File: src/logic/pmms_pkg.sv
// constants and types for the program map selector
package pmms_pkg;

   // apb register byte offsets
   localparam logic [7:0] AUXF_OFS   = 8'h00;
   localparam logic [7:0] WAIT_OFS   = 8'h04;
   localparam logic [7:0] STATUS_OFS = 8'h08;

   // field positions
   localparam int LPB_POS    = 14;
   localparam int ST_LAY_POS = 0;
   localparam int ST_STR_POS = 2;
   localparam int ST_IRQ_POS = 3;
   localparam int ST_TRP_POS = 4;
   localparam int ST_SEC_POS = 5;
   localparam int ST_RDY_POS = 6;

   // reset values and the wait-state defaults loaded at capture
   localparam logic       LPB_RST      = 1'b0;
   localparam logic [3:0] WAIT_SLOW    = 4'hf;
   localparam logic [3:0] WAIT_FAST    = 4'h0;
   localparam logic [15:0] WAIT_RST    = 16'h0000;

   // cycles from reset release to strap capture (two sync flops + 1)
   localparam logic [1:0] CAPTURE_CYC  = 2'h3;

   // program space boundaries
   localparam logic [15:0] A_INTERNAL_PROGRAM_ROM_END  = 16'h9000;
   localparam logic [15:0] DUAL_PORT_RAM_HI    = 16'hc000;
   localparam logic [15:0] DUAL_PORT_RAM_HI_END = 16'hd800;
   localparam logic [15:0] DUAL_PORT_RAM_LO_END = 16'h1800;
   localparam logic [15:0] UPPER_BASE  = 16'h4000;
   localparam logic [15:0] C_INTERNAL_PROGRAM_ROM_END  = 16'hd000;

   typedef enum logic [1:0] {
      LAYOUT_A,
      LAYOUT_B,
      LAYOUT_C,
      LAYOUT_D
   } pmms_layout_t;

   // one-hot target selects
   typedef struct packed {
      logic internal_program_rom;
      logic dual_port_ram;
      logic external_program_rom;
      logic rsvd;
   } pmms_sel_t;

   // wait-state fields of the four external segments
   typedef struct packed {
      logic [3:0] external_program_rom;
      logic [3:0] eramhi;
      logic [3:0] io;
      logic [3:0] eramlo;
   } pmms_wait_t;

endpackage

File: src/logic/pmms_top.sv
// program space map selection and fetch address decoder
//
// The implementer's own choices: the register addresses and the APB register port.
`timescale 1ns/1ps
`default_nettype none
module pmms_top
   import pmms_pkg::*;
#(
   parameter bit SECURE_ROM = 1'b0
) (
   // clock and reset
   input  wire logic        pclk,
   input  wire logic        presetn,
   // apb slave
   input  wire logic        psel,
   input  wire logic        penable,
   input  wire logic        pwrite,
   input  wire logic [7:0]  paddr,
   input  wire logic [31:0] pwdata,
   output logic      [31:0] prdata,
   output logic             pready,
   output logic             pslverr,
   // pins
   input  wire logic        boot_source_strap,
   input  wire logic        second_irq_pin,
   // core side
   input  wire logic        debug_trap_logic,
   input  wire logic        debug_reset,
   input  wire logic [15:0] fetch_addr,
   output logic             map_ready,
   output pmms_layout_t     layout,
   output pmms_sel_t        fetch_sel,
   output pmms_wait_t       wait_states
);

   // layout from user inputs and trap state
   function automatic pmms_layout_t pick_layout(
      input logic lpb,
      input logic strap,
      input logic trap
   );
      pmms_layout_t res;
      res = LAYOUT_A;
      if (trap)
         res = LAYOUT_A;
      else if (!lpb)
         res = strap ? LAYOUT_B : LAYOUT_A;
      else if (strap || SECURE_ROM)
         res = LAYOUT_D;
      else
         res = LAYOUT_C;
      return res;
   endfunction

   // program space address to one target select
   function automatic pmms_sel_t decode(
      input pmms_layout_t lay,
      input logic [15:0]  a
   );
      pmms_sel_t s;
      s = '0;
      unique case (lay)
         LAYOUT_A:
         begin
            if (a < A_INTERNAL_PROGRAM_ROM_END)
               s.internal_program_rom = 1'b1;
            else if (a < DUAL_PORT_RAM_HI)
               s.rsvd = 1'b1;
            else if (a < DUAL_PORT_RAM_HI_END)
               s.dual_port_ram = 1'b1;
            else
               s.rsvd = 1'b1;
         end
         LAYOUT_B:
         begin
            if (a < DUAL_PORT_RAM_HI)
               s.external_program_rom = 1'b1;
            else if (a < DUAL_PORT_RAM_HI_END)
               s.dual_port_ram = 1'b1;
            else
               s.rsvd = 1'b1;
         end
         LAYOUT_C:
         begin
            if (a < DUAL_PORT_RAM_LO_END)
               s.dual_port_ram = 1'b1;
            else if (a < UPPER_BASE)
               s.rsvd = 1'b1;
            else if (a < C_INTERNAL_PROGRAM_ROM_END)
               s.internal_program_rom = 1'b1;
            else
               s.rsvd = 1'b1;
         end
         LAYOUT_D:
         begin
            if (a < DUAL_PORT_RAM_LO_END)
               s.dual_port_ram = 1'b1;
            else if (a < UPPER_BASE)
               s.rsvd = 1'b1;
            else
               s.external_program_rom = 1'b1;
         end
      endcase
      return s;
   endfunction

   logic       strap_s;
   logic       irq_s;
   logic [1:0] start_cnt_q;
   logic       ready_q;
   logic       capture;
   logic       strap_q;
   logic       irq_q;
   logic       lpb_q;
   pmms_wait_t wait_q;
   logic [31:0] rdata_q;
   logic       wr_acc;
   logic       setup;
   logic       hit;

   // pins pass two flops before use
   pmms_sync2 #(
      .WIDTH (2)
   ) u_sync (
      .pclk     (pclk),
      .presetn  (presetn),
      .pin_in   ({boot_source_strap, second_irq_pin}),
      .sync_out ({strap_s, irq_s})
   );

   // count out the synchroniser after reset release
   always_ff @(posedge pclk or negedge presetn)
   begin
      if (!presetn)
         start_cnt_q <= 2'h0;
      else if (start_cnt_q != CAPTURE_CYC)
         start_cnt_q <= start_cnt_q + 2'h1;
   end

   assign capture = (start_cnt_q == (CAPTURE_CYC - 2'h1));

   // catch strap and irq levels once per pin reset
   always_ff @(posedge pclk or negedge presetn)
   begin
      if (!presetn)
      begin
         strap_q <= 1'b0;
         irq_q   <= 1'b0;
         ready_q <= 1'b0;
      end
      else if (capture)
      begin
         strap_q <= strap_s;
         irq_q   <= irq_s;
         ready_q <= 1'b1;
      end
   end

   // apb handshake: zero wait, read data captured in setup
   assign setup   = psel && !penable;
   assign wr_acc  = psel && penable && pwrite;
   assign pready  = 1'b1;
   assign hit     = (paddr == AUXF_OFS) || (paddr == WAIT_OFS) ||
                    (paddr == STATUS_OFS && !pwrite);
   assign pslverr = psel && penable && !hit;

   // layout bit; only the pin reset or a software write to AUXF_OFS clears it
   always_ff @(posedge pclk or negedge presetn)
   begin
      if (!presetn)
         lpb_q <= LPB_RST;
      else if (wr_acc && paddr == AUXF_OFS)
         lpb_q <= pwdata[LPB_POS];
      // debug_reset deliberately not used here
   end

   // wait-state defaults set at capture, then software owned
   always_ff @(posedge pclk or negedge presetn)
   begin
      if (!presetn)
         wait_q <= WAIT_RST;
      else if (capture)
         wait_q <= (strap_s && !irq_s) ? {4{WAIT_SLOW}}
                                       : {4{WAIT_FAST}};
      else if (wr_acc && paddr == WAIT_OFS)
         wait_q <= pwdata[15:0];
   end

   // read mux, registered in the setup phase
   always_ff @(posedge pclk or negedge presetn)
   begin
      if (!presetn)
         rdata_q <= 32'h0000_0000;
      else if (setup)
      begin
         rdata_q <= 32'h0000_0000;
         unique case (paddr)
            AUXF_OFS:   rdata_q[LPB_POS] <= lpb_q;
            WAIT_OFS:   rdata_q[15:0]    <= wait_q;
            STATUS_OFS:
            begin
               rdata_q[ST_LAY_POS +: 2] <= layout;
               rdata_q[ST_STR_POS]      <= strap_q;
               rdata_q[ST_IRQ_POS]      <= irq_q;
               rdata_q[ST_TRP_POS]      <= debug_trap_logic;
               rdata_q[ST_SEC_POS]      <= SECURE_ROM;
               rdata_q[ST_RDY_POS]      <= ready_q;
            end
            default:    rdata_q <= 32'h0000_0000;
         endcase
      end
   end

   assign prdata = rdata_q;

   // only the program space is decoded here
   assign layout      = pick_layout(lpb_q, strap_q, debug_trap_logic);
   assign fetch_sel   = decode(layout, fetch_addr);
   assign map_ready   = ready_q;
   assign wait_states = wait_q;

   // checks
   a_trap_forces_a: assert property (@(posedge pclk) disable iff (!presetn)
      debug_trap_logic |-> layout == LAYOUT_A)
      else $error("trap did not force layout a");

   a_trap_restore: assert property (@(posedge pclk) disable iff (!presetn)
      $fell(debug_trap_logic) && $stable(lpb_q) |->
      layout == pick_layout(lpb_q, strap_q, 1'b0))
      else $error("user layout not restored after trap");

   a_sel_onehot: assert property (@(posedge pclk) disable iff (!presetn)
      $onehot(fetch_sel))
      else $error("fetch select not one-hot");

   a_dual_port_ram_high: assert property (@(posedge pclk) disable iff (!presetn)
      !lpb_q && fetch_addr == 16'hc000 |-> fetch_sel.dual_port_ram)
      else $error("dual-port ram missing at 0xc000");

   a_dual_port_ram_low: assert property (@(posedge pclk) disable iff (!presetn)
      lpb_q && !debug_trap_logic && fetch_addr == 16'h0000
      |-> fetch_sel.dual_port_ram)
      else $error("dual-port ram missing at 0x0");

   a_secure_d: assert property (@(posedge pclk) disable iff (!presetn)
      lpb_q && !debug_trap_logic && (strap_q || SECURE_ROM)
      |-> layout == LAYOUT_D)
      else $error("layout d not chosen");

   a_zero_fetch: assert property (@(posedge pclk) disable iff (!presetn)
      $rose(ready_q) && !lpb_q && !debug_trap_logic && fetch_addr == 16'h0
      |-> (strap_q ? fetch_sel.external_program_rom : fetch_sel.internal_program_rom))
      else $error("address zero maps to wrong memory");

   a_wait_default: assert property (@(posedge pclk) disable iff (!presetn)
      capture |=> wait_q == (($past(strap_s) && !$past(irq_s))
                 ? {4{WAIT_SLOW}} : {4{WAIT_FAST}}))
      else $error("wait-state default wrong");

   a_bit_write: assert property (@(posedge pclk) disable iff (!presetn)
      wr_acc && paddr == AUXF_OFS |=> lpb_q == $past(pwdata[LPB_POS]))
      else $error("layout bit write lost");

   a_rsvd_a: assert property (@(posedge pclk) disable iff (!presetn)
      layout == LAYOUT_A && fetch_addr >= 16'h9000 && fetch_addr < 16'hc000
      |-> fetch_sel.rsvd)
      else $error("reserved region selected memory");

   a_ready_time: assert property (@(posedge pclk) disable iff (!presetn)
      $rose(ready_q) |-> $past(start_cnt_q) == 2'h2 ##1 ready_q[*3])
      else $error("strap capture timing wrong");

endmodule
`default_nettype wire

File: src/logic/pmms_sync2.sv
// two-flop synchroniser for pin inputs
`timescale 1ns/1ps
`default_nettype none
module pmms_sync2 #(
   parameter int WIDTH = 1
) (
   // clock and reset
   input  wire logic             pclk,
   input  wire logic             presetn,
   // pin side and synchronised side
   input  wire logic [WIDTH-1:0] pin_in,
   output logic      [WIDTH-1:0] sync_out
);
   logic [WIDTH-1:0] meta_q;

   // first stage is read only by the second
   always_ff @(posedge pclk or negedge presetn)
   begin
      if (!presetn)
      begin
         meta_q   <= '0;
         sync_out <= '0;
      end
      else
      begin
         meta_q   <= pin_in;
         sync_out <= meta_q;
      end
   end
endmodule
`default_nettype wire

File: config.mk
export PLATFORM = sky130hd
export DESIGN_NAME = pmms_top
export DESIGN_NICKNAME = d
export VERILOG_FILES = /design/src/logic/pmms_pkg.sv /design/src/logic/pmms_top.sv /design/src/logic/pmms_sync2.sv
export SDC_FILE = /design/constraint.sdc
export NUM_CORES = 1
export LEC_CHECK = 0
export BUFFER_PORTS_ARGS = -buffer_cell sky130_fd_sc_hd__buf_2
export CAP_MARGIN = 30
export CORE_MARGIN = 2
export CORE_UTILIZATION = 45
export DETAILED_ROUTE_END_ITERATION = 12
export PLACE_DENSITY = 0.79
export SLEW_MARGIN = 25
export SYNTH_ARGS = -nofsm -noshare
export SYNTH_HDL_FRONTEND = slang
export SYNTH_SLANG_ARGS = --single-unit
export TNS_END_PERCENT = 50
File: constraint.sdc
create_clock -name pclk -period 3.25 [get_ports pclk]
set_clock_uncertainty 0.05 [all_clocks]
set_input_delay 0.65 -clock pclk [delete_from_list [all_inputs] [get_ports pclk]]
set_output_delay 0.65 -clock pclk [all_outputs]
set_load 0.05 [all_outputs]
==> run_results.csv, run 1 <==
group,metric,value,unit
clock_tree,cts_sinks,42,
critical_path,critical_path_arrival,1.87,ns
status,status,"complete, no violations",
clock_tree,numCtsBuffers,5,
yosys,synth_cell_types,40,
placement,finalWeightedCongestion,0.823,
layout,area_delta_synth_final,21.1,%
die,initial_core_util,45.8,%
yosys,avgSynthCellArea,11.2,um2
clock_tree,worstSkewPairLatency,0.29,ns
global_routing,grt_pass1_wl,7.54,mm
detailed_routing,wl_per_cell,14.7,um
global_routing,grt_max_degree,43,
clock_tree,cts_tree,"built",
detailed_routing,drt-pass1-iter-count,4,
layout,drive_gt1_share,41.2,%
sta,finalSetupViolCount,0,
placement,dp_hpwl,3.27,mm
yosys,ys.flop_type,"dfrtp_1",
yosys,ys_seq_elements,42,
yosys,synth_area_leader_cell,"dfrtp_1",
global_routing,grt_usage,18.5,%
yosys,synth-edff-count,0,
layout,seqCellArea,1050,um2
sta,tightest_slew,0.591,ns
die,die-width,72.9,um
layout,nNetsFinal,333,
critical_path,crit_path_cell_trace,"buf_2, or4_1, nor3_1, a21oi_1, buf_2",
detailed_routing,remaining_drc_errors,0,
sta,fmax,0.389,GHz
critical_path,cp_num_buf_inv,2,
clock_tree,cts_setup_buffers,0,
detailed_routing,drt-initial-drc-count,121,
critical_path,path_class,"input pin to output port",
global_routing,grt_pass1_vias,1621,
yosys,synth_cells,190,
yosys,synth_warnings,0,
yosys,synth.area.top_cells,"dfrtp_1, mux2_4, buf_4",
yosys,async_reset_ff_share,100,%
detailed_routing,num_vias,1647,
critical_path,slowest_stage,"or4_1",
clock_tree,cts_resized,0,
critical_path,path_max_fanout,6,
power_and_ir_drop,ir_drop,370,uV
global_routing,overflow,0,
die,boundaryPins,122,
die,dieArea,5310,um2
sta,relSlewSlack,60.5,%
sta,rsz0062_at_grt,"false",
placement,port_buffers,76,
critical_path,setup.worst_path.end_class,"output port",
layout,final.fill_count,437,
sta,finalCritPeriodShare,79.1,%
die,core_area,4660,um2
sta,fin_crit,2.57,ns
critical_path,startpoint_type,"input pin",
sta,tns,0,ns
power_and_ir_drop,p_leak,1.41,nW
detailed_routing,viasPerCell,5.13,
sta,finalHoldViolations,0,
layout,multi_input_area,893,um2
global_routing,antenna_found_initial,0,
clock_tree,root_buffer,"clkbuf_8",
clock_tree,cts.path.max_buffers,2,
critical_path,worst_path_largest_cell_delay,0.64,ns
clock_tree,cts.clk_slew.worst_paths,0.08,ns
critical_path,cp_common_cell,"buf_2",
clock_tree,cts_max_level,2,
critical_path,crit_family,"simple AND/OR/NAND/NOR gates",
clock_tree,ctsHoldBuffers,0,
power_and_ir_drop,powerDensity,421,nW/um2
layout,final_cell_mix,"buf_2, dfrtp_1, o21ai_0",
critical_path,rrSetupSlack,1.23,ns
worst_hold_path,min_path_type,"input pin to async pin",
critical_path,cp.required,2.55,ns
die,die_y,72.9,um
layout,diodes,0,
layout,postLayoutCoreUtil,55.4,%
detailed_routing,antenna_left,0,
die,rows,25,
sta,drv_slew,0,
detailed_routing,postRouteWirelength,4.73,mm
layout,final_common_cell,"buf_2",
yosys,yosysTopAreaCellShare,49.3,%
flow_run,cap_viol_max_count,0,
yosys,synth_area,2130,um2
yosys,yosysSeqAreaShare,49.3,%
[layout make-up]
type	instances	area share [%]
clock buffers	7	3.34
flip-flops and latches	42	40.7
repair buffers	80	16.0
inverters	18	2.62
well taps	54	2.62
multi-input cells	119	34.6
clock inverters	1	0.194
[synth_stat cells (all sizes together) (2+ instances only)]
cell	n
a21o	2
a21oi	4
a221o	6
a22o	9
and2	7
buf	21
clkbuf	5
conb	2
dfrtp	42
ha	2
inv	18
mux2	19
nand2	3
nand2b	2
nor2	2
nor2b	3
nor3	2
nor4	4
o21ai	21
or4	2
[logic make-up (layout without fill, tap and decap cells)]
kind of cell	count (synthesis)	in the layout	synth area share (%)
fa+ha+maj	2	2	1.17
buf+inv	44	106	12.1
xor+xnor	1	1	0.411
flops	42	42	49.3
simple gates	31	31	9.03
other cells	2	17	0.352
compound gates	48	48	15.4
mux	20	20	12.3
[state kept, by name (all words and copies together), names as in the netlist]
name,flops
start_cnt_q,2
strap_q,1
u_sync.meta_q,2
prdata,16
u_sync.sync_out,2
lpb_q,1
irq_q,1
map_ready,1
wait_states,16
[worst reg2reg max path: cells and delay by family, from the launching register on]
| kind | cells | cell delay [ns] |
|---|---|---|
| fa+ha+maj | 1 | 0.20 |
| mux | 1 | 0.30 |
| buf+inv | 2 | 0.27 |
| compound gates | 1 | 0.23 |
| flops | 1 | 0.40 |
| simple gates | 1 | 0.46 |
[routing by layer]
metal	vias to the layer above	routed length (um)	global-route usage, %
met5	-	0	0
met3	4	194	3.18
met1	805	2080	22.9
li1	782	-	-
met4	0	53	6.58
met2	56	2410	32.4
[per-stage QoR]
step | cell area, um2 | cells | hold slack [ns] | setup WS (ns) | total power [W]
2_1_floorplan | 2200 | 205 | 0.281 | 0.141 | 0.000708
6_report | 2580 | 321 | 0.278 | 0.681 | 0.00109
4_1_cts | 2580 | 321 | 0.311 | 0.666 | 0.00110
5_1_grt | 2580 | 321 | 0.320 | 0.633 | 0.00114
3_3_place_gp | 2490 | 313 | 0.284 | 0.609 | 0.000750
3_5_place_dp | 2490 | 313 | 0.293 | 0.597 | 0.000755
[worst paths after layout]
path                       depth (start not counted)                           end                  startpoint
max in group asynchronous                          1         prdata[2]$_DFFE_PN0P_                     presetn
min in group pclk                                  0  u_sync.sync_out[1]$_DFF_PN0_  u_sync.meta_q[1]$_DFF_PN0_
setup / recovery                                   5                       pslverr                    paddr[1]
hold reg to reg                                    0  u_sync.sync_out[1]$_DFF_PN0_  u_sync.meta_q[1]$_DFF_PN0_
hold / removal                                     1         prdata[5]$_DFFE_PN0P_                     presetn
setup reg to reg                                   6    wait_states[9]$_DFFE_PN0P_  start_cnt_q[0]$_DFFE_PN0P_
[where the power goes]
group / internal (W) / switching (W)
logic: 0.0000513 / 0.000145
clock network: 0.000172 / 0.000173
registers: 0.000537 / 0.0000108
total: 0.000760 / 0.000328
(Power assumes the default switching activity.)
==> run 2, diff against run 1 <==
--- a/config.mk
+++ b/config.mk
@@ -8,9 +8,9 @@
 export BUFFER_PORTS_ARGS = -buffer_cell sky130_fd_sc_hd__buf_2
 export CAP_MARGIN = 30
 export CORE_MARGIN = 2
-export CORE_UTILIZATION = 45
+export CORE_UTILIZATION = 40
 export DETAILED_ROUTE_END_ITERATION = 12
-export PLACE_DENSITY = 0.79
+export PLACE_DENSITY = 0.74
 export SLEW_MARGIN = 25
 export SYNTH_ARGS = -nofsm -noshare
 export SYNTH_HDL_FRONTEND = slang
==> constraint.sdc (replaced) <==
create_clock -name pclk -period 2.3 [get_ports pclk]
set_clock_uncertainty 0.05 [all_clocks]
set_input_delay 0.46 -clock pclk [delete_from_list [all_inputs] [get_ports pclk]]
set_output_delay 0.46 -clock pclk [all_outputs]
set_load 0.05 [all_outputs]
==> run 2 against run 1 <==
Effect of this change:
- first-iteration DRC count down 22%
- clock-buffer cell count unchanged
- via count down 1.9%
- final cell count up 5.6%
- clock power up 38%
- largest cell class unchanged
==> run_results.csv, run 2 (synthesis results as in run 1) <==
group,metric,value,unit
clock_tree,root_buffer,"clkbuf_8",
power_and_ir_drop,power.switching,0.000452,W
detailed_routing,viasPerCell,4.77,
die,die_y,77.0,um
global_routing,grt_max_degree,43,
sta,finalHoldViolations,0,
clock_tree,cts_max_level,2,
clock_tree,cts_resized,0,
clock_tree,cts.clk_slew.worst_paths,0.07,ns
layout,postLayoutCoreUtil,51.2,%
sta,drv_slew,0,
power_and_ir_drop,pwr-share-seq,50.6,%
clock_tree,ctsHoldBuffers,0,
clock_tree,cts.path.max_buffers,2,
status,status,"complete, no violations",
critical_path,worst_path_largest_cell_delay,0.53,ns
power_and_ir_drop,intPower,0.00108,W
detailed_routing,wl_per_cell,13.4,um
power_and_ir_drop,ir_drop,368,uV
clock_tree,cts_sinks,42,
detailed_routing,drt-initial-drc-count,94,
critical_path,path_class,"input pin to output port",
detailed_routing,antenna_left,0,
die,dieArea,5930,um2
critical_path,startpoint_type,"input pin",
power_and_ir_drop,p_sw_share,29.6,%
layout,area_delta_synth_final,23.3,%
sta,tightest_slew,0.584,ns
power_and_ir_drop,p_leak,1.42,nW
die,core_area,5140,um2
detailed_routing,num_vias,1616,
sta,rsz0062_at_grt,"false",
power_and_ir_drop,finalPower,0.00153,W
power_and_ir_drop,p_clk_share,31.1,%
critical_path,cp_common_cell,"buf_2",
clock_tree,cts_tree,"built",
clock_tree,numCtsBuffers,5,
layout,final_cell_mix,"buf_2, dfrtp_1, o21ai_0",
critical_path,crit_family,"simple AND/OR/NAND/NOR gates",
sta,fin_crit,2.18,ns
global_routing,grt_pass1_wl,7.87,mm
die,boundaryPins,122,
global_routing,grt_usage,16.5,%
die,initial_core_util,41.5,%
power_and_ir_drop,powerDensity,581,nW/um2
placement,finalWeightedCongestion,0.802,
critical_path,setup.worst_path.end_class,"output port",
worst_hold_path,min_path_type,"input pin to async pin",
clock_tree,worstSkewPairLatency,0.28,ns
detailed_routing,postRouteWirelength,4.56,mm
sta,finalSetupViolCount,0,
global_routing,overflow,0,
sta,fmax,0.459,GHz
sta,tns,0,ns
critical_path,slowest_stage,"or4_4",
layout,diodes,0,
layout,final_common_cell,"buf_2",
detailed_routing,remaining_drc_errors,0,
die,rows,26,
global_routing,antenna_found_initial,0,
detailed_routing,drt-pass1-iter-count,4,
critical_path,path_max_fanout,5,
layout,nNetsFinal,335,
flow_run,cap_viol_max_count,0,
global_routing,grt_pass1_vias,1659,
critical_path,cp.required,1.79,ns
placement,port_buffers,76,
die,die-width,77.0,um
sta,finalCritPeriodShare,94.8,%
power_and_ir_drop,p_comb_share,18.3,%
critical_path,critical_path_arrival,1.67,ns
critical_path,cp_num_buf_inv,3,
clock_tree,cts_setup_buffers,0,
sta,relSlewSlack,60.9,%
placement,dp_hpwl,3.26,mm
critical_path,crit_path_cell_trace,"buf_2, or4_4, buf_4, nor3_1, a21oi_1, buf_2",
layout,drive_gt1_share,43.1,%
run 2: per-stage QoR:
step / setup WS, ns / cell area, um2 / std cells / hold slack (ns)
floorplan: -0.0527 / 2210 / 205 / 0.114
global placement: -0.0205 / 2540 / 331 / 0.281
detailed placement: -0.0345 / 2540 / 331 / 0.286
CTS: 0.114 / 2630 / 339 / 0.215
global route: 0.0559 / 2630 / 339 / 0.137
finish: 0.120 / 2630 / 339 / 0.0985
run 2: path summary, 6_finish.rpt:
| path | startpoint | to | slack (ns) | cells past startpoint |
|---|---|---|---|---|
| worst min register to register | u_sync.meta_q[1]$_DFF_PN0_ | u_sync.sync_out[1]$_DFF_PN0_ | 0.30 | 0 |
| max in group asynchronous | presetn | u_sync.sync_out[1]$_DFF_PN0_ | 1.73 | 1 |
| min in group pclk | boot_source_strap | u_sync.meta_q[1]$_DFF_PN0_ | 0.23 | 1 |
| worst max register to register | start_cnt_q[0]$_DFFE_PN0P_ | wait_states[5]$_DFFE_PN0P_ | 0.36 | 6 |
| worst min-delay path | presetn | prdata[1]$_DFFE_PN0P_ | 0.1 | 1 |
| worst max-delay path | paddr[1] | pslverr | 0.12 | 6 |
run 2: area by class of cell:
type	count	area (um2)
clock buffers	7	86.3
clock inverters	1	5.00
fillers	489	2510
inverters	18	67.6
multi-input cells	119	906
flip-flops and latches	42	1050
well taps	70	87.6
repair buffers	82	428
run 2: power groups by stage:
stage / sequential, W / clock (W) / combinational (W)
floorplan: 0.000839 / 0 / 0.000163
global placement: 0.000788 / 0 / 0.000276
detailed placement: 0.000788 / 0 / 0.000280
CTS: 0.000774 / 0.000494 / 0.000281
global route: 0.000778 / 0.000526 / 0.000298
finish: 0.000774 / 0.000475 / 0.000279
run 2: per-layer routing:
layer	wire, um	GRT usage [%]	vias to the layer above
met5	0	0	-
met4	71	5.36	0
met3	256	4.00	9
met2	2200	27.8	57
met1	2030	20.8	766
li1	-	-	784
run 2: worst reg2reg max path: cells and delay by family (launching register included):
family,cells,cell delay (ns)
muxes,1,0.30
adders and majority gates,1,0.20
AOI/OAI and AO/OA,1,0.19
and+or+nand+nor,1,0.45
buffers and inverters,2,0.26
DFF,1,0.39
==> run 3, diff against run 2 <==
--- a/config.mk
+++ b/config.mk
@@ -7,10 +7,10 @@
 export LEC_CHECK = 0
 export BUFFER_PORTS_ARGS = -buffer_cell sky130_fd_sc_hd__buf_2
 export CAP_MARGIN = 30
-export CORE_MARGIN = 2
 export CORE_UTILIZATION = 40
 export DETAILED_ROUTE_END_ITERATION = 12
 export PLACE_DENSITY = 0.74
+export RECOVER_POWER = 50
 export SLEW_MARGIN = 25
 export SYNTH_ARGS = -nofsm -noshare
 export SYNTH_HDL_FRONTEND = slang
==> run 3 against run 2 <==
Effect of this change:
- setup slack got worse by 0.00051 ns
- maximum frequency barely moved
- combinational power barely moved
- sequential cell count did not move
- highest routed layer unchanged
- critical path depth did not move
==> run_results.csv, run 3 (synthesis results as in run 1) <==
group,metric,value,unit
status,status,"complete, no violations",
placement,dp_hpwl,3.28,mm
critical_path,path_max_fanout,5,
clock_tree,cts_resized,0,
critical_path,path_class,"input pin to output port",
flow_run,cap_viol_max_count,0,
clock_tree,numCtsBuffers,5,
detailed_routing,drt-pass1-iter-count,4,
layout,fin_area,2610,um2
critical_path,critical_path_arrival,1.67,ns
global_routing,overflow,0,
layout,final.fill_count,495,
layout,final_common_cell,"buf_2",
sta,rsz0062_at_grt,"false",
placement,finalWeightedCongestion,0.806,
sta,drv_slew,0,
die,rows,26,
layout,finalNonFillerCells,339,
die,boundaryPins,122,
global_routing,grt_pass1_vias,1497,
global_routing,grt_max_degree,23,
sta,finalHoldViolations,0,
clock_tree,cts_tree,"built",
detailed_routing,remaining_drc_errors,0,
placement,post-place-ws,-0.0220,ns
worst_hold_path,min_path_type,"input pin to flop",
power_and_ir_drop,p_leak,1.37,nW
clock_tree,cts_sinks,42,
die,die-width,75.0,um
global_routing,antenna_found_initial,0,
layout,postLayoutCoreUtil,51.0,%
layout,drive_gt1_share,38.7,%
sta,fin_crit,2.18,ns
clock_tree,root_buffer,"clkbuf_8",
layout,multi_input_area,906,um2
layout,area_delta_synth_final,22.1,%
clock_tree,cts.clk_slew.worst_paths,0.07,ns
detailed_routing,viasPerCell,4.82,
die,initial_core_util,41.8,%
placement,dp_cells,332,
layout,diodes,0,
layout,nNetsFinal,336,
layout,seqCellArea,1050,um2
detailed_routing,drt-initial-drc-count,68,
clock_tree,worstSkewPairLatency,0.29,ns
detailed_routing,num_vias,1633,
sta,setup_slack,0.120,ns
sta,relSlewSlack,20.7,%
global_routing,grt_pass1_wl,7.10,mm
sta,tightest_slew,1.19,ns
detailed_routing,antenna_left,0,
die,dieArea,5630,um2
clock_tree,cts_setup_buffers,0,
critical_path,cp.required,1.79,ns
critical_path,setup.worst_path.end_class,"output port",
die,die_y,75.0,um
clock_tree,ctsHoldBuffers,0,
layout,final_cell_mix,"buf_2, dfrtp_1, o21ai_0",
placement,port_buffers,76,
clock_tree,cts_max_level,2,
power_and_ir_drop,powerDensity,572,nW/um2
die,core_area,5110,um2
detailed_routing,wl_per_cell,13.4,um
sta,finalCritPeriodShare,94.8,%
clock_tree,cts.path.max_buffers,2,
global_routing,grt_usage,17.0,%
detailed_routing,postRouteWirelength,4.53,mm
placement,placed_area,2540,um2
sta,finalSetupViolCount,0,
critical_path,startpoint_type,"input pin",
sta,fmax,0.459,GHz
sta,tns,0,ns
power_and_ir_drop,ir_drop,365,uV
run 3: worst paths after layout:
check	cells past startpoint	to	startpoint	slack, ns
setup / recovery	6	pslverr	paddr[1]	0.12
min in group asynchronous	1	prdata[0]$_DFFE_PN0P_	presetn	0.34
hold / removal	1	u_sync.meta_q[0]$_DFF_PN0_	second_irq_pin	0.23
hold reg to reg	0	u_sync.sync_out[1]$_DFF_PN0_	u_sync.meta_q[1]$_DFF_PN0_	0.30
setup reg to reg	5	wait_states[8]$_DFFE_PN0P_	start_cnt_q[0]$_DFFE_PN0P_	0.35
max in group asynchronous	2	prdata[5]$_DFFE_PN0P_	presetn	0.72
run 3: per-stage QoR:
step	hold slack (ns)	total power [W]
floorplan	0.114	0.00100
global placement	0.282	0.00106
detailed placement	0.285	0.00107
CTS	0.0756	0.00152
global route	0.211	0.00157
finish	0.228	0.00149
run 3: final cells by class:
cell class,instances,share of cell area (%)
Tap cell,70,3.36
Clock inverter,2,0.384
Inverter,18,2.59
Sequential cell,42,40.3
Timing Repair Buffer,83,15.9
Clock buffer,5,2.64
Multi-Input combinational cell,119,34.8
run 3: power by group:
group	switching (W)	total, W	internal (W)	leakage (nW)
combinational	0.000204	0.000278	0.0000744	0.784
clock	0.000235	0.000438	0.000204	0.0438
sequential	0.0000159	0.000775	0.000759	0.540
total	0.000455	0.00149	0.00104	1.37
run 3: metal layers:
metal	routed length [um]	global-route usage, %	vias to the layer above
met4	26	3.77	0
met3	249	4.42	4
met2	2260	28.9	52
met1	2000	21.7	786
li1	-	-	791
met5	0	0	-
run 3: critical path: stages:
cell and delay [ns]:
buf_2 0.09, or4_4 0.52, buf_4 0.17, nor3_1 0.13
a21oi_1 0.08, buf_2 0.21
